==> src/hw/ast_pkg.sv <==
// Constants shared by the serial transceiver design files.
// Assumes a 32-bit AXI4-Lite register window of four words.
package ast_pkg;

	// ------------------------------------------------------------
	// Register byte offsets
	// ------------------------------------------------------------
	localparam logic [3:0] OFS_CTL0 = 4'h0;
	localparam logic [3:0] OFS_CTL1 = 4'h4;
	localparam logic [3:0] OFS_STAT = 4'h8;
	localparam logic [3:0] OFS_DATA = 4'hc;

	// ------------------------------------------------------------
	// Control register 1 field positions
	// ------------------------------------------------------------
	localparam int C_TE = 0;
	localparam int C_RE = 1;
	localparam int C_PE = 2;
	localparam int C_PODD = 3;
	localparam int C_NINE = 4;
	localparam int C_ILONG = 5;
	localparam int C_WMARK = 6;
	localparam int C_SLEEP = 7;
	localparam int C_BRK = 8;
	localparam int C_LOOP = 9;
	localparam int C_OD = 10;
	localparam int C_TIE = 11;
	localparam int C_TX_DONE_IRQ_EN = 12;
	localparam int C_RIE = 13;
	localparam int C_IDLE_IRQ_EN = 14;
	localparam int CTL1_W = 15;

	// ------------------------------------------------------------
	// Status register field positions
	// ------------------------------------------------------------
	localparam int S_PF = 0;
	localparam int S_FE = 1;
	localparam int S_NF = 2;
	localparam int S_OR = 3;
	localparam int S_IDLE = 4;
	localparam int S_RX_BUFFER_FULL_FLAG = 5;
	localparam int S_TC = 6;
	localparam int S_TX_BUFFER_EMPTY_FLAG = 7;
	localparam int STAT_W = 8;

	// ------------------------------------------------------------
	// Reset values and timing counts
	// ------------------------------------------------------------
	localparam logic [12:0] CTL0_RST = 13'h0000;
	localparam logic [CTL1_W-1:0] CTL1_RST = 15'h0000;
	localparam logic [3:0] SUB_LAST = 4'hf;
	localparam logic [3:0] SMP_A = 4'h7;
	localparam logic [3:0] SMP_B = 4'h8;
	localparam logic [3:0] SMP_C = 4'h9;
	localparam logic [7:0] IDLE_T10 = 8'ha0;
	localparam logic [7:0] IDLE_T11 = 8'hb0;
	localparam logic [3:0] LEN10 = 4'ha;
	localparam logic [3:0] LEN11 = 4'hb;
	localparam logic [1:0] RESP_OK = 2'h0;
	localparam logic [1:0] RESP_ERR = 2'h2;

	typedef enum logic [1:0] {
		TX_OFF = 2'b00,
		TX_MARK = 2'b01,
		TX_SHIFT = 2'b10
	} ast_tx_type;

	typedef enum logic [1:0] {
		RX_WAIT = 2'b00,
		RX_START = 2'b01,
		RX_BITS = 2'b10
	} ast_rx_type;

endpackage

==> src/hw/ast_tick_sync.sv <==
// Receive pin synchroniser and 16x sample-rate generator.
// Assumes rx_pin is asynchronous to aclk.
`timescale 1ns/10ps
`default_nettype none
module ast_tick_sync (
	input wire logic aclk, // System clock
	input wire logic aresetn, // Synchronous reset, low
	input wire logic ce, // Clock enable
	input wire logic rx_pin, // Raw receive pin
	input wire logic [12:0] baud_divisor, // Rate divisor
	output logic rx_sync, // Synchronised pin
	output logic tick // 16x sample strobe
);
	logic rx_meta;
	logic [13:0] cnt;
	wire [13:0] last = {baud_divisor, 1'b0} - 14'h0001;
	wire run = (baud_divisor != 13'h0000);

	// ------------------------------------------------------------
	// Two-stage synchroniser
	// ------------------------------------------------------------
	always_ff @(posedge aclk)
	begin
		if (!aresetn)
		begin
			rx_meta <= 1'b1;
			rx_sync <= 1'b1;
		end
		else if (ce)
		begin
			rx_meta <= rx_pin;
			rx_sync <= rx_meta;
		end
	end

	// ------------------------------------------------------------
	// One tick every two divisor counts: 32 x divisor per bit
	// ------------------------------------------------------------
	always_ff @(posedge aclk)
	begin
		if (!aresetn || !run)
		begin
			cnt <= 14'h0000;
			tick <= 1'b0;
		end
		else if (ce)
		begin
			tick <= (cnt == last);
			cnt <= (cnt == last) ? 14'h0000 : cnt + 14'h0001;
		end
	end
endmodule
`default_nettype wire

==> src/hw/ast_core.sv <==
// Asynchronous serial transceiver with AXI4-Lite registers.
// Assumes one clock; rx_pin is asynchronous and synchronised here.
`timescale 1ns/10ps
`default_nettype none
// How it works
// - Odd-parity select picks even at 0, odd at 1, for both directions.
// - With parity on, top data position carries parity; mismatch flags it.
// - Nine-bit and parity select give 8, 7+p, 9 or 8+p bits.
// - Holding word waits while shifter sends; line driven while active.
// - Open-drain select releases the line for ones instead of driving.
// - Empty flag clears on accepted write, sets when word enters shifter.
// - Complete flag low while busy; status read then data write clears it.
// - Enabling transmitter sends one idle preamble after current frame.
// - Break frames repeat while set, then one mark bit, then complete flag.
// - All sent with enable on: both flags set, line held at one.
// - Disable finishes current frame, discards buffer, releases line.
// - Interrupt from empty, complete, full and idle under their enables.
// - Stop bit moves shifter into holding word and sets full flag.
// - Noise, parity, framing flags set only on transfer to holding word.
// - Full flag still set on arrival: overrun, holding kept, no errors.
// - Status read arms clearing; data read clears armed receive flags.
// - Idle is ones for a frame; long type counts only after stop.
// - Idle flag sets once, then not again until a frame is received.
// - Sleep hides receive flags; wake method picks idle or address mark.
// - Idle-line wake clears sleep; next frame received normally.
// - Frame with top bit set clears sleep and is received normally.
// - Loopback feeds transmit bits to receiver and holds line idle while transmitter owns it; off, the port level and direction drive it.
// - Bit rate is clock over 32 times divisor; zero stops it.
// - Receiver samples at 16x and resynchronises on start edges.
// - Frame is zero start, data LSB first, one-level stop.
module ast_core (
	input wire logic aclk, // System clock, 25 MHz
	input wire logic aresetn, // Synchronous reset, low
	input wire logic ce, // Clock enable
	input wire logic [3:0] s_axi_awaddr, // Write address
	input wire logic s_axi_awvalid, // Write address valid
	output logic s_axi_awready, // Write address ready
	input wire logic [31:0] s_axi_wdata, // Write data
	input wire logic [3:0] s_axi_wstrb, // Write strobes
	input wire logic s_axi_wvalid, // Write data valid
	output logic s_axi_wready, // Write data ready
	output logic [1:0] s_axi_bresp, // Write response
	output logic s_axi_bvalid, // Write response valid
	input wire logic s_axi_bready, // Write response ready
	input wire logic [3:0] s_axi_araddr, // Read address
	input wire logic s_axi_arvalid, // Read address valid
	output logic s_axi_arready, // Read address ready
	output logic [31:0] s_axi_rdata, // Read data
	output logic [1:0] s_axi_rresp, // Read response
	output logic s_axi_rvalid, // Read data valid
	input wire logic s_axi_rready, // Read data ready
	input wire logic rx_pin, // Serial receive line
	output logic tx_out, // Transmit line level
	output logic tx_oe_n, // Transmit enable, low drives
	input wire logic port_pin7_level, // Port level when released
	input wire logic port_direction_out, // Port drives when released
	output logic irq // Interrupt request
);
	logic [12:0] baud_divisor;
	logic [ast_pkg::CTL1_W-1:0] ctl;
	logic [ast_pkg::STAT_W-1:0] stat;
	logic [ast_pkg::STAT_W-1:0] armed;
	logic [8:0] tx_holding_reg;
	logic [8:0] rx_holding_reg;
	logic rx_sync;
	logic tick;
	ast_pkg::ast_tx_type tx_state;
	logic [10:0] tx_sh;
	logic [3:0] tx_left;
	logic [3:0] tx_sub;
	logic te_q;
	logic pre_pend;
	logic brk_done;
	ast_pkg::ast_rx_type rx_state;
	logic [3:0] rx_sub;
	logic [3:0] rx_cnt;
	logic [8:0] rx_sh;
	logic [1:0] smp;
	logic rx_noise;
	logic [7:0] one_cnt;
	logic idle_block;

	ast_tick_sync u_sync (
		.aclk(aclk),
		.aresetn(aresetn),
		.ce(ce),
		.rx_pin(rx_pin),
		.baud_divisor(baud_divisor),
		.rx_sync(rx_sync),
		.tick(tick)
	);

	// ------------------------------------------------------------
	// Bus decode
	// ------------------------------------------------------------
	wire wr_go = s_axi_awvalid && s_axi_wvalid && !s_axi_awready
		&& !s_axi_bvalid;
	wire wr_do = ce && s_axi_awready;
	wire rd_do = ce && s_axi_arready;
	wire wr_ctl0 = wr_do && s_axi_awaddr == ast_pkg::OFS_CTL0;
	wire wr_ctl1 = wr_do && s_axi_awaddr == ast_pkg::OFS_CTL1;
	wire wr_data = wr_do && s_axi_awaddr == ast_pkg::OFS_DATA;
	wire rd_stat = rd_do && s_axi_araddr == ast_pkg::OFS_STAT;
	wire rd_data = rd_do && s_axi_araddr == ast_pkg::OFS_DATA;
	wire wr_map = s_axi_awaddr[1:0] == 2'h0;
	wire rd_map = s_axi_araddr[1:0] == 2'h0;

	// Named control fields
	wire te = ctl[ast_pkg::C_TE];
	wire re = ctl[ast_pkg::C_RE];
	wire pe = ctl[ast_pkg::C_PE];
	wire podd = ctl[ast_pkg::C_PODD];
	wire nine = ctl[ast_pkg::C_NINE];
	wire sleep = ctl[ast_pkg::C_SLEEP];
	wire loop = ctl[ast_pkg::C_LOOP];
	wire od = ctl[ast_pkg::C_OD];

	// ------------------------------------------------------------
	// Transmit frame assembly
	// ------------------------------------------------------------
	wire [8:0] tx_d = nine ? tx_holding_reg : {1'b1, tx_holding_reg[7:0]};
	wire tx_par = (nine ? ^tx_holding_reg[7:0] : ^tx_holding_reg[6:0])
		^ podd;
	wire [8:0] tx_w = !pe ? tx_d : nine ? {tx_par, tx_d[7:0]}
		: {1'b1, tx_par, tx_d[6:0]};
	wire [10:0] tx_frame = {1'b1, tx_w, 1'b0};
	wire [3:0] flen = nine ? ast_pkg::LEN11 : ast_pkg::LEN10;
	wire tx_bit = (tx_state == ast_pkg::TX_SHIFT) ? tx_sh[0] : 1'b1;
	wire tx_end = tx_sub == ast_pkg::SUB_LAST && tx_left == 4'h1;
	wire tx_pick = tick && (tx_state != ast_pkg::TX_SHIFT || tx_end);
	wire data_ok = !stat[ast_pkg::S_TX_BUFFER_EMPTY_FLAG] || armed[ast_pkg::S_TX_BUFFER_EMPTY_FLAG];
	wire tx_load = tx_pick && te && !pre_pend && !ctl[ast_pkg::C_BRK]
		&& !brk_done && !stat[ast_pkg::S_TX_BUFFER_EMPTY_FLAG];

	// ------------------------------------------------------------
	// Receive decode
	// ------------------------------------------------------------
	wire rx_in = loop ? tx_bit : rx_sync;
	// Third vote is the live line at the centre sample
	wire maj = (smp[0] & smp[1]) | (smp[0] & rx_in) | (smp[1] & rx_in);
	wire mid = tick && rx_sub == ast_pkg::SMP_C;
	wire [3:0] nbits = nine ? 4'h9 : 4'h8;
	wire rx_fin = mid && rx_state == ast_pkg::RX_BITS && rx_cnt == nbits;
	wire [8:0] rx_w = nine ? rx_sh : {1'b0, rx_sh[8:1]};
	wire rx_msb = nine ? rx_w[8] : rx_w[7];
	wire rx_pbad = pe && ((nine ? ^rx_w[8:0] : ^rx_w[7:0]) ^ podd);
	wire rx_wake = sleep && ctl[ast_pkg::C_WMARK] && rx_msb;
	wire rx_take = rx_fin && re && (!sleep || rx_wake);
	wire rx_ok = rx_take && !stat[ast_pkg::S_RX_BUFFER_FULL_FLAG];
	wire rx_ovr = rx_take && stat[ast_pkg::S_RX_BUFFER_FULL_FLAG];
	wire [7:0] idle_t = nine ? ast_pkg::IDLE_T11 : ast_pkg::IDLE_T10;
	wire idle_hold = ctl[ast_pkg::C_ILONG]
		&& rx_state != ast_pkg::RX_WAIT;
	wire idle_ev = tick && rx_in && !idle_hold
		&& one_cnt == idle_t - 8'h01;
	wire idle_wake = idle_ev && sleep && !ctl[ast_pkg::C_WMARK];
	wire idle_set = idle_ev && !sleep && !idle_block;

	// ------------------------------------------------------------
	// Bus handshake flops
	// ------------------------------------------------------------
	always_ff @(posedge aclk)
	begin
		if (!aresetn)
		begin
			s_axi_awready <= 1'b0;
			s_axi_wready <= 1'b0;
			s_axi_bvalid <= 1'b0;
			s_axi_bresp <= ast_pkg::RESP_OK;
			s_axi_arready <= 1'b0;
			s_axi_rvalid <= 1'b0;
			s_axi_rresp <= ast_pkg::RESP_OK;
		end
		else if (ce)
		begin
			s_axi_awready <= wr_go;
			s_axi_wready <= wr_go;
			if (s_axi_awready)
			begin
				s_axi_bvalid <= 1'b1;
				s_axi_bresp <= wr_map ? ast_pkg::RESP_OK : ast_pkg::RESP_ERR;
			end
			else if (s_axi_bready)
				s_axi_bvalid <= 1'b0;
			s_axi_arready <= s_axi_arvalid && !s_axi_arready
				&& !s_axi_rvalid;
			if (s_axi_arready)
			begin
				s_axi_rvalid <= 1'b1;
				s_axi_rresp <= rd_map ? ast_pkg::RESP_OK : ast_pkg::RESP_ERR;
			end
			else if (s_axi_rready)
				s_axi_rvalid <= 1'b0;
		end
	end

	// Read data latched at the address handshake
	always_ff @(posedge aclk)
	begin
		if (!aresetn)
			s_axi_rdata <= 32'h00000000;
		else if (rd_do)
		begin
			case (s_axi_araddr)
				ast_pkg::OFS_CTL0: s_axi_rdata <= {19'h00000, baud_divisor};
				ast_pkg::OFS_CTL1: s_axi_rdata <= {17'h00000, ctl};
				ast_pkg::OFS_STAT: s_axi_rdata <= {24'h000000, stat};
				ast_pkg::OFS_DATA: s_axi_rdata <= {23'h000000, rx_holding_reg};
				default: s_axi_rdata <= 32'h00000000;
			endcase
		end
	end

	// ------------------------------------------------------------
	// Control registers; hardware wake clears sleep
	// ------------------------------------------------------------
	always_ff @(posedge aclk)
	begin
		if (!aresetn)
		begin
			baud_divisor <= ast_pkg::CTL0_RST;
			ctl <= ast_pkg::CTL1_RST;
		end
		else if (ce)
		begin
			if (wr_ctl0 && s_axi_wstrb[0])
				baud_divisor[7:0] <= s_axi_wdata[7:0];
			if (wr_ctl0 && s_axi_wstrb[1])
				baud_divisor[12:8] <= s_axi_wdata[12:8];
			if (wr_ctl1 && s_axi_wstrb[0])
				ctl[7:0] <= s_axi_wdata[7:0];
			else if (rx_take || idle_wake)
				ctl[ast_pkg::C_SLEEP] <= 1'b0;
			if (wr_ctl1 && s_axi_wstrb[1])
				ctl[14:8] <= s_axi_wdata[14:8];
		end
	end

	// ------------------------------------------------------------
	// Status flags: a set in the same cycle beats a clear
	// ------------------------------------------------------------
	always_ff @(posedge aclk)
	begin
		if (!aresetn)
		begin
			stat <= 8'h00;
			stat[ast_pkg::S_TX_BUFFER_EMPTY_FLAG] <= 1'b1;
			stat[ast_pkg::S_TC] <= 1'b1;
			armed <= 8'h00;
			tx_holding_reg <= 9'h000;
			rx_holding_reg <= 9'h000;
			idle_block <= 1'b0;
		end
		else if (ce)
		begin
			if (rd_stat)
				armed <= stat;
			else if (rd_data)
				armed[5:0] <= 6'h00;
			if (wr_data && data_ok)
			begin
				tx_holding_reg <= s_axi_wdata[8:0];
				stat[ast_pkg::S_TX_BUFFER_EMPTY_FLAG] <= 1'b0;
				armed[ast_pkg::S_TX_BUFFER_EMPTY_FLAG] <= 1'b0;
			end
			if (wr_data && armed[ast_pkg::S_TC])
			begin
				stat[ast_pkg::S_TC] <= 1'b0;
				armed[ast_pkg::S_TC] <= 1'b0;
			end
			if (rd_data)
				stat[5:0] <= stat[5:0] & ~armed[5:0];
			if (tx_pick && tx_state == ast_pkg::TX_SHIFT)
				stat[ast_pkg::S_TC] <= 1'b0;
			if (tx_pick && tx_state == ast_pkg::TX_SHIFT && !te)
				stat[ast_pkg::S_TC] <= 1'b1;
			if (tx_pick && te && tx_state != ast_pkg::TX_SHIFT)
				stat[ast_pkg::S_TC] <= 1'b0;
			if (tx_pick && te && !pre_pend && !ctl[ast_pkg::C_BRK]
				&& !brk_done && stat[ast_pkg::S_TX_BUFFER_EMPTY_FLAG])
				stat[ast_pkg::S_TC] <= 1'b1;
			if (tx_load || (tx_pick && !te))
				stat[ast_pkg::S_TX_BUFFER_EMPTY_FLAG] <= 1'b1;
			if (rx_ok)
			begin
				rx_holding_reg <= rx_w;
				stat[ast_pkg::S_RX_BUFFER_FULL_FLAG] <= 1'b1;
				stat[ast_pkg::S_FE] <= !maj;
				stat[ast_pkg::S_NF] <= rx_noise | (smp[0] ^ smp[1])
					| (smp[1] ^ rx_in);
				stat[ast_pkg::S_PF] <= rx_pbad;
				idle_block <= 1'b0;
			end
			if (rx_ovr)
				stat[ast_pkg::S_OR] <= 1'b1;
			if (idle_set)
			begin
				stat[ast_pkg::S_IDLE] <= 1'b1;
				idle_block <= 1'b1;
			end
		end
	end

	// ------------------------------------------------------------
	// Transmit sequencer
	// ------------------------------------------------------------
	always_ff @(posedge aclk)
	begin
		if (!aresetn)
		begin
			tx_state <= ast_pkg::TX_OFF;
			tx_sh <= 11'h7ff;
			tx_left <= 4'h0;
			tx_sub <= 4'h0;
			te_q <= 1'b0;
			pre_pend <= 1'b0;
			brk_done <= 1'b0;
		end
		else if (ce)
		begin
			te_q <= te;
			if (te && !te_q)
				pre_pend <= 1'b1;
			if (tick && tx_state == ast_pkg::TX_SHIFT && !tx_end)
			begin
				tx_sub <= tx_sub + 4'h1;
				if (tx_sub == ast_pkg::SUB_LAST)
				begin
					tx_sh <= {1'b1, tx_sh[10:1]};
					tx_left <= tx_left - 4'h1;
				end
			end
			if (tx_pick)
			begin
				tx_sub <= 4'h0;
				tx_left <= flen;
				tx_state <= ast_pkg::TX_SHIFT;
				if (!te)
				begin
					tx_state <= ast_pkg::TX_OFF;
					pre_pend <= 1'b0;
					brk_done <= 1'b0;
				end
				else if (pre_pend)
				begin
					tx_sh <= 11'h7ff;
					pre_pend <= 1'b0;
				end
				else if (ctl[ast_pkg::C_BRK])
				begin
					tx_sh <= 11'h000;
					brk_done <= 1'b1;
				end
				else if (brk_done)
				begin
					tx_sh <= 11'h7ff;
					tx_left <= 4'h1;
					brk_done <= 1'b0;
				end
				else if (!stat[ast_pkg::S_TX_BUFFER_EMPTY_FLAG])
					tx_sh <= tx_frame;
				else
					tx_state <= ast_pkg::TX_MARK;
			end
		end
	end

	// ------------------------------------------------------------
	// Pin and interrupt outputs
	// ------------------------------------------------------------
	wire tx_own = tx_state != ast_pkg::TX_OFF;
	wire pin_lvl = tx_own ? (loop | tx_bit) : port_pin7_level;
	wire pin_drv = tx_own || port_direction_out;
	wire irq_next = (ctl[ast_pkg::C_TIE] && stat[ast_pkg::S_TX_BUFFER_EMPTY_FLAG])
		|| (ctl[ast_pkg::C_TX_DONE_IRQ_EN] && stat[ast_pkg::S_TC])
		|| (!sleep && ctl[ast_pkg::C_RIE] && stat[ast_pkg::S_RX_BUFFER_FULL_FLAG])
		|| (!sleep && ctl[ast_pkg::C_IDLE_IRQ_EN] && stat[ast_pkg::S_IDLE]);
	always_ff @(posedge aclk)
	begin
		if (!aresetn)
		begin
			tx_out <= 1'b1;
			tx_oe_n <= 1'b1;
			irq <= 1'b0;
		end
		else if (ce)
		begin
			tx_out <= od ? 1'b0 : pin_lvl;
			tx_oe_n <= !(pin_drv && !(od && pin_lvl));
			irq <= irq_next;
		end
	end

	// ------------------------------------------------------------
	// Receive bit processor at 16 ticks per bit
	// ------------------------------------------------------------
	always_ff @(posedge aclk)
	begin
		if (!aresetn)
		begin
			rx_state <= ast_pkg::RX_WAIT;
			rx_sub <= 4'h0;
			rx_cnt <= 4'h0;
			rx_sh <= 9'h000;
			smp <= 2'h3;
			rx_noise <= 1'b0;
		end
		else if (ce && tick)
		begin
			rx_sub <= rx_sub + 4'h1;
			if (rx_sub == ast_pkg::SMP_A)
				smp[0] <= rx_in;
			if (rx_sub == ast_pkg::SMP_B)
				smp[1] <= rx_in;
			case (rx_state)
				ast_pkg::RX_WAIT:
				begin
					rx_sub <= 4'h1;
					rx_cnt <= 4'h0;
					rx_noise <= 1'b0;
					if (!rx_in)
						rx_state <= ast_pkg::RX_START;
				end
				ast_pkg::RX_START:
					if (rx_sub == ast_pkg::SMP_C && (maj | rx_in))
						rx_state <= ast_pkg::RX_WAIT;
					else if (rx_sub == ast_pkg::SUB_LAST)
						rx_state <= ast_pkg::RX_BITS;
				ast_pkg::RX_BITS:
					if (rx_sub == ast_pkg::SMP_C)
					begin
						if (rx_cnt == nbits)
							rx_state <= ast_pkg::RX_WAIT;
						else
						begin
							rx_sh <= {maj, rx_sh[8:1]};
							rx_cnt <= rx_cnt + 4'h1;
							rx_noise <= rx_noise | (smp[0] ^ smp[1])
								| (smp[1] ^ rx_in);
						end
					end
				default:
					rx_state <= ast_pkg::RX_WAIT;
			endcase
		end
	end

	// ------------------------------------------------------------
	// Idle-line counter of one-level samples
	// ------------------------------------------------------------
	always_ff @(posedge aclk)
	begin
		if (!aresetn)
			one_cnt <= 8'h00;
		else if (ce && tick)
		begin
			if (!rx_in || idle_hold)
				one_cnt <= 8'h00;
			else if (one_cnt != idle_t)
				one_cnt <= one_cnt + 8'h01;
		end
	end
endmodule
`default_nettype wire

==> config.mk <==
export PLATFORM = sky130hd
export DESIGN_NAME = ast_core
export DESIGN_NICKNAME = d
export VERILOG_FILES = /design/src/hw/ast_pkg.sv /design/src/hw/ast_tick_sync.sv /design/src/hw/ast_core.sv
export SDC_FILE = /design/constraint.sdc
export NUM_CORES = 1
export LEC_CHECK = 0
export BUFFER_PORTS_ARGS = -buffer_cell sky130_fd_sc_hd__buf_2
export CAP_MARGIN = 20
export CORE_MARGIN = 5
export CORE_UTILIZATION = 53
export CTS_CLUSTER_SIZE = 25
export DETAILED_ROUTE_END_ITERATION = 10
export PLACE_DENSITY = 0.86
export SYNTH_ARGS = -nofsm -noshare
export SYNTH_HDL_FRONTEND = slang
export SYNTH_HIERARCHICAL = 1
export SYNTH_SLANG_ARGS = --single-unit
==> constraint.sdc <==
create_clock -name aclk -period 2.3 [get_ports aclk]
set_input_delay 0.46 -clock aclk [delete_from_list [all_inputs] [get_ports aclk]]
set_output_delay 0.46 -clock aclk [all_outputs]
set_load 0.01 [all_outputs]
### Word level (Yosys, flattened, before mapping)

Cells that the tools add are included.
W data, S select, Z words.

* flip-flop bits (word level): 177
* input port bits: 55
* output and inout bits: 44

* add/subtract/negate cells: 8
* eq/ne operators: 25
* mux-type cells: 87
* bitwise operators: 16
* reduce and logical (&&, ||, !) cells: 152

Operator list (number)
* $mux W11: 8
* $logic_and A1 B1 Y1: 61
* $pmux W15 S4: 1
* $reduce_and A2 Y1: 25
* $mux W4: 12
* $mux W1: 38
* $mux W9: 4
* $reduce_bool A2 Y1: 17
* $eq A4 B4 Y1 const B: 7
* $mux W2: 13
* $logic_not A1 Y1: 22
* $mux W6: 3
* $mux W8: 2
* $reduce_xor A8 Y1: 2
* $add A14 B1 Y14 const B: 1
* $eq A14 B14 Y1: 1
* $mux W14: 1
* $sub A14 B1 Y14 const B: 1
* $reduce_bool A13 Y1: 1
* $add A4 B1 Y4 const B: 3
* $eq A4 B3 Y1 const B: 3
* $logic_or A1 B1 Y1: 11
* $reduce_xor A9 Y1: 1
* $add A8 B1 Y8 const B: 1
* other kinds (29): 49

### Longest topological paths before layout

Gate-level depths: netlist of run 1.

* depth after elaboration: 12
* depth in mapped cells: 9

### By module

Netlist of run 1, hierarchy kept.

By module, submodules not included
* ast_core: times used 1, cells each 805, area an instance 7031.7 µm²
* ast_tick_sync: times used 1, cells each 154, area an instance 1297.5 µm²

### Worst setup path after synthesis of run 1

OpenSTA, ideal clock, no wires.

* path type: register to register
* start point: reg baud_divisor[0]
* end point: reg u_sync.cnt[2]
* setup time: 0.135 ns
* arrival: 2.092 ns
* required time: 2.165 ns
* setup slack: 0.074 ns
* cell stages (with the launch flop): 10
* buffers on the path: 1
* period minus slack after synthesis: 2.226 ns
* cell sequence: dfxtp_1 inv_1 ha_1 nor4b_4 nand4b_1 o32ai_1 o221ai_1 a2111oi_4 buf_6 nor3_1

* longest elaborated chain between the ends: 3
* elaborated cells on any way between the ends: 6
* classes of those cells: add/sub (1); eq/ne (1); mux (1); reduce/logical (3)

Ends and longest elaborated chain
* start, declared: RTL line ast_core.sv:59 `logic [12:0] baud_divisor;`
* start signal, assigned: RTL line ast_core.sv:221 `baud_divisor <= ast_pkg::CTL0_RST;`
* start signal, assigned: RTL line ast_core.sv:227 `baud_divisor[7:0] <= s_axi_wdata[7:0];`
* $sub A14 B1 Y14 / $reduce_bool A13 Y1 (equally long branches): RTL line ast_tick_sync.sv:16, ast_tick_sync.sv:17
* $eq A14 B14 Y1 / $logic_not A1 Y1 (equally long branches): RTL line ast_tick_sync.sv:49, ast_tick_sync.sv:41
* $mux W14 / $logic_or A1 B1 Y1 (equally long branches): RTL line ast_tick_sync.sv:49, ast_tick_sync.sv:41
* end signal, assigned: RTL line ast_tick_sync.sv:49 `cnt <= (cnt == last) ? 14'h0000 : cnt + 14'h0001;`
* end, declared: RTL line ast_tick_sync.sv:15 `logic [13:0] cnt;`

Parallel ways exist; a longest one is shown, timed or not.
A chain may end at the register's enable or synchronous reset.

### Worst setup path in the final report of run 1

* start point: reg baud_divisor[1]
* end point: reg u_sync.cnt[4]

The elaborated chain is that of the path after synthesis.

==> results of run 1 <==
-- worst max-delay path, stage by stage (launching register included) --
cell       delay, ns
dfxtp_2         0.32
inv_2           0.06
ha_4            0.15
nor4b_4         0.28
nand4b_1        0.23
o32ai_2         0.39
o221ai_2        0.18
a2111oi_4       0.38
buf_6           0.19
nor3_1          0.05
-- routing by layer --
layer / GRT usage / vias up
met4: 0.0924 / 0
li1: - / 3564
met2: 0.371 / 298
met5: 0 / -
met3: 0.0550 / 62
met1: 0.294 / 3652
-- path summary, 6_finish.rpt --
path	end	cells past startpoint
min reg2reg	s_axi_rdata[7]$_SDFFE_PN0P_	2
min	u_sync/rx_meta$_SDFFE_PN1P_	3
max reg2reg	u_sync/cnt[4]$_SDFFE_PP0P_	9
max	u_sync/cnt[4]$_SDFFE_PP0P_	9
-- synthesized netlist by cell type, types with 11 or more instances --
| cell type | count | share of area |
|---|---|---|
| nand2_1 | 80 | 0.036 |
| buf_4 | 22 | 0.020 |
| clkbuf_1 | 37 | 0.017 |
| nand3_1 | 24 | 0.014 |
| xor2_1 | 15 | 0.016 |
| nor2_1 | 107 | 0.048 |
| o21ai_0 | 45 | 0.027 |
| nor2b_1 | 13 | 0.0098 |
| nor3_1 | 33 | 0.020 |
| ha_1 | 13 | 0.020 |
| nand4_1 | 19 | 0.014 |
| inv_1 | 26 | 0.012 |
| a211oi_1 | 12 | 0.011 |
| xnor2_1 | 35 | 0.037 |
| nand2b_1 | 11 | 0.0083 |
| mux2_2 | 16 | 0.022 |
| a22oi_1 | 19 | 0.017 |
| mux2i_1 | 68 | 0.082 |
| a21oi_1 | 53 | 0.032 |
| dfxtp_1 | 158 | 0.38 |
-- kinds of logic after synthesis --
family                     Yosys count  synth area share
muxes                               84             0.103
AOI/OAI and AO/OA                  200             0.160
xor gates and xnor gates            51            0.0553
buffers and inverters               99            0.0593
adders and majority gates           13            0.0195
DFF                                158             0.380
other                                1          0.000450
and+or+nand+nor                    353             0.222
-- stage by stage --
step / hold slack (ns) / power, mW / util / setup WS [ns]
final: 0.241 / 5.71 / 0.627 / -0.0460
after CTS: 0.236 / 5.73 / 0.620 / 0.0536
after floorplan: 0.426 / 3.01 / - / 0.0735
after detailed placement: 0.439 / 3.10 / 0.583 / 0.103
after global placement: 0.435 / 3.09 / 0.583 / 0.146
after global routing: 0.284 / 5.89 / 0.627 / -0.0978
-- area by class of cell --
| cell class | count | area (sq um) | area share |
|---|---|---|---|
| multi-input combinational | 720 | 4800 | 0.500 |
| sequential | 158 | 3170 | 0.330 |
| timing repair buffer | 111 | 717 | 0.0747 |
| clock buffer | 17 | 425 | 0.0443 |
| tap | 211 | 264 | 0.0275 |
| clock inverter | 15 | 129 | 0.0134 |
| inverter | 27 | 101 | 0.0106 |
-- what timing repair did --
item                                    4_1_cts  5_1_grt
cloned                                        0        2
pin swaps                                     0        9
endpoints found under the setup margin       12       19
resized for setup                             1       19
setup buffers                                 0        5
-- report_power, final --
group	switching, mW	internal, mW	total (mW)
registers	0.0174	2.76	2.77
clock network	1.26	1.41	2.68
logic	0.171	0.0946	0.265
==> metrics.cfg, run 1 <==
[hold_path]
hold_start = rx_pin
holdCritPathClass = input port to register

[synthesis]
yosysSeqAreaShare = 0.380
synthCells = 959
synth-main-ff-cell = dfxtp_1
synth.avg_cell_area_sq_um = 8.69
yosysUniqueCellTypes = 86
async_flop_share = 0
syn_area_sq_mm = 0.00833
yosys_warnings = 6
synth_enable_flop_cells = 0
synth-seq-cells = 158

[power_and_ir_drop]
peakVddDrop_mv = 0.494
leakagePower_nw = 3.74
powerDensity_mw_per_mm2 = 595

[worst_setup_path]
worst_setup_path_end_kind = register
r2r_setup_slack_ns = -0.05
path_max_fanout = 6
start_kind = register
cp.required_ns = 2.63
rr_startpoint = baud_divisor[1]$_SDFFE_PN0P_
crit_type = register to register
critPathLaunch = baud_divisor[1]$_SDFFE_PN0P_
arrival_ns = 2.67

[sta]
period_share = 1.02
max_freq_mhz = 426
fin_crit_ns = 2.35
setup_slack_ns = -0.0460
slew_headroom = 0.490
final_max_slew_viol_count = 0
worst_pin_slew_ns = 0.764
setup_viol = 12
finalHoldViolCount = 0
finClkSkew_ns = 0.00820
rsz0062_at_grt = yes
finalSetupTns_ns = -0.441

[routing]
antenna_left = 0
wire_per_inst_um = 16.9
highest_layer = met4
first_pass_iters = 5
route.met2.wl_mm = 10.0
vias_per_cell = 6.02
wl_met3_mm = 1.39
vias = 7576
wl_met1_mm = 9.21
drc_errors = 0
wl_mm = 21.2
drt_iter0_drc = 658

[placement]
hpwl_mm = 14.9
place.gp.congestion = 0.911
place_inst = 1220
numPortBuffers = 60
place_area_sq_mm = 0.00893

[finish]
drive_gt1_frac = 0.191
final_common_cell = dfxtp_1
area_growth_pct = 15.3
nNetsFinal = 1103
fill_cells = 1255
final_cell_count_no_fill = 1259
final_cell_mix = dfxtp_1, nor2_1, nand2_1, mux2i_1, buf_2
antennaDiodeCount = 0
final_cell_area_sq_mm = 0.00960
top_regs = ctl (15), s_axi_rdata (15), u_sync/cnt (14)

[clock_tree]
cts_root_buffer = clkbuf_16
cts_buffers = 17
cts.sink_count = 158
clk_pin_slew_ns = 0.07
clk_latency_ns = 0.44
ctsHoldBuffers = 0
cts_tree = built
h-tree-depth = 4
cts.path.max_buffers = 2

[global_route]
grt_pass1_wl_mm = 34.2
grt_max_degree = 100
antenna_found_initial = 0
track_usage = 0.229
grt_pass1_vias = 7011
grt.overflow.total = 0

[die]
dieArea_sq_mm = 0.0183
die_x_um = 135
start_util = 0.544
rows = 45
ios = 99
chipHeight_um = 135
fp.coreArea_sq_mm = 0.0153

[run_status]
failed_checks = negative setup slack
status = finished, violations left

[flow_run]
max-cap-violations = 0

(Power assumes the default switching activity.)
==> run 2, diff against run 1 <==
Settings changed: ABC_CLOCK_PERIOD_IN_PS from default to 2300, CELL_PAD_IN_SITES_DETAIL_PLACEMENT from default to 0, CELL_PAD_IN_SITES_GLOBAL_PLACEMENT from default to 1, CORE_UTILIZATION 53 to 40, PLACE_DENSITY 0.86 to 0.85.
==> run 2 against run 1 <==
Net effect: the flow now finishes without violations; highest routed layer unchanged; clock skew rose by 0.00068 ns; core utilization down 15 points; first-iteration DRC count is 5.8% lower; critical endpoint is now u_sync/cnt[1]$_SDFFE_PP0P_; setup slack better by 0.16 ns; clock-buffer cell count grew 7; sequential cell count unchanged; final cell count up 4.1%; sequential power hardly changed; fmax is 7.3% higher.
==> metrics.cfg, run 2 (same netlist as run 1, synthesis figures left out) <==
[global_route]
grt.overflow.total = 0
grt_pass1_vias = 6702
grt_pass1_wl_mm = 34.8
track_usage = 0.179
grt_max_degree = 100
antenna_found_initial = 1

[sta]
rsz0062_at_grt = yes
setup_viol = 0
final_max_slew_viol_count = 0
setup_slack_ns = 0.113
worst_pin_slew_ns = 0.763
fin_crit_ns = 2.19
slew_headroom = 0.486
max_freq_mhz = 457
finalHoldViolCount = 0
period_share = 0.951
finClkSkew_ns = 0.00888

[power_and_ir_drop]
powerDensity_mw_per_mm2 = 600
leakagePower_nw = 3.73
p_total_mw = 5.78
peakVddDrop_mv = 0.532

[finish]
utilization = 0.473
fill_cells = 1949
final_cell_mix = dfxtp_1, nor2_1, nand2_1, mux2i_1, buf_2
final_common_cell = dfxtp_1
top_regs = ctl (15), s_axi_rdata (15), u_sync/cnt (14)
final_cell_area_sq_mm = 0.00963
area_growth_pct = 15.7
drive_gt1_frac = 0.173
nNetsFinal = 1096

[routing]
wire_per_inst_um = 16.4
antenna_left = 0
highest_layer = met4
wl_met1_mm = 10.2
wl_mm = 21.5
route.met2.wl_mm = 9.85
vias_per_cell = 5.42
drc_errors = 0
first_pass_iters = 6
wl_met3_um = 852
drt_iter0_drc = 620
vias = 7098

[worst_setup_path]
arrival_ns = 2.47
cp.required_ns = 2.58
crit_type = register to register
start_kind = register
worst_setup_path_end_kind = register
path_max_fanout = 5

[clock_tree]
cts_root_buffer = clkbuf_16
cts_setup_buffers = 0
h-tree-depth = 4
clk_pin_slew_ns = 0.06
cts_buffers = 17
cts.path.max_buffers = 2
cts.sink_count = 158
clk_latency_ns = 0.43
cts_tree = built

[hold_path]
holdCritPathClass = input port to register

[placement]
place_area_sq_mm = 0.00903
place.gp.congestion = 0.873
hpwl_mm = 15.5
numPortBuffers = 60
pre_cts_slack_ns = 0.0663

[die]
die_x_um = 154
chipHeight_um = 154
dieArea_sq_mm = 0.0238
fp.coreArea_sq_mm = 0.0204
rows = 52
ios = 99
start_util = 0.409

[run_status]
status = complete, no violations

[flow_run]
max-cap-violations = 0

run 2: cell types whose count changed in the layout (fill, tap and decap cells not counted), sizes merged:
| cell | previous run | this run |
|---|---|---|
| clkinv | 2 | 4 |
| clkbuf | 17 | 24 |
| diode | 0 | 1 |
| inv | 35 | 27 |
| clkinvlp | 5 | 1 |
| buf | 111 | 104 |
| bufinv | 0 | 1 |
run 2: final timing paths:
kind | start | to | slack (ns) | cells after the start
max reg2reg | baud_divisor[0]$_SDFFE_PN0P_ | u_sync/cnt[1]$_SDFFE_PP0P_ | 0.11 | 9
max | baud_divisor[0]$_SDFFE_PN0P_ | u_sync/cnt[1]$_SDFFE_PP0P_ | 0.11 | 9
min | rx_pin | u_sync/rx_meta$_SDFFE_PN1P_ | 0.26 | 3
min reg2reg | s_axi_rdata[14]$_SDFFE_PN0P_ | s_axi_rdata[14]$_SDFFE_PN0P_ | 0.45 | 2
run 2: metrics by stage:
step	std cells	TNS [ns]	hold slack (ns)
after floorplan	977	0	0.426
after global placement	1279	0	0.436
after detailed placement	1279	0	0.442
after CTS	1309	0	0.237
after global routing	1310	-0.0435	0.266
final	1310	0	0.262
run 2: worst max-delay path, stage by stage (launching register included):
cell and delay (ns):
dfxtp_1 0.31, inv_1 0.05, ha_2 0.21, nor4b_4 0.25
buf_4 0.19, nor2_1 0.08, nor3_2 0.18, nand4_1 0.20
a211oi_1 0.44, a211oi_1 0.14
run 2: cell type report:
cell class / instances / area [sq um] / share of cell area
inverters: 27 / 101 / 0.0105
multi-input cells: 720 / 4770 / 0.496
flip-flops and latches: 158 / 3160 / 0.328
repair buffers: 104 / 684 / 0.0710
well taps: 270 / 338 / 0.0351
diodes: 1 / 2.50 / 0.000260
clock buffers: 24 / 512 / 0.0531
clock inverters: 6 / 57.6 / 0.00597
run 2: power breakdown:
part	switching (mW)	internal, mW	total (mW)
Clock	1.09	1.64	2.74
Sequential	0.0174	2.76	2.78
Combinational	0.174	0.0956	0.270
run 2: timing repair:
action	CTS	global route
endpoints found under the setup margin	0	21
gates resized for setup	0	6
hold buffers	0	0
run 2: layer usage:
metal	track usage	vias up
met3	0.0299	31
met4	0.0715	0
li1	-	3552
met1	0.245	3334
met5	0	-
met2	0.280	181
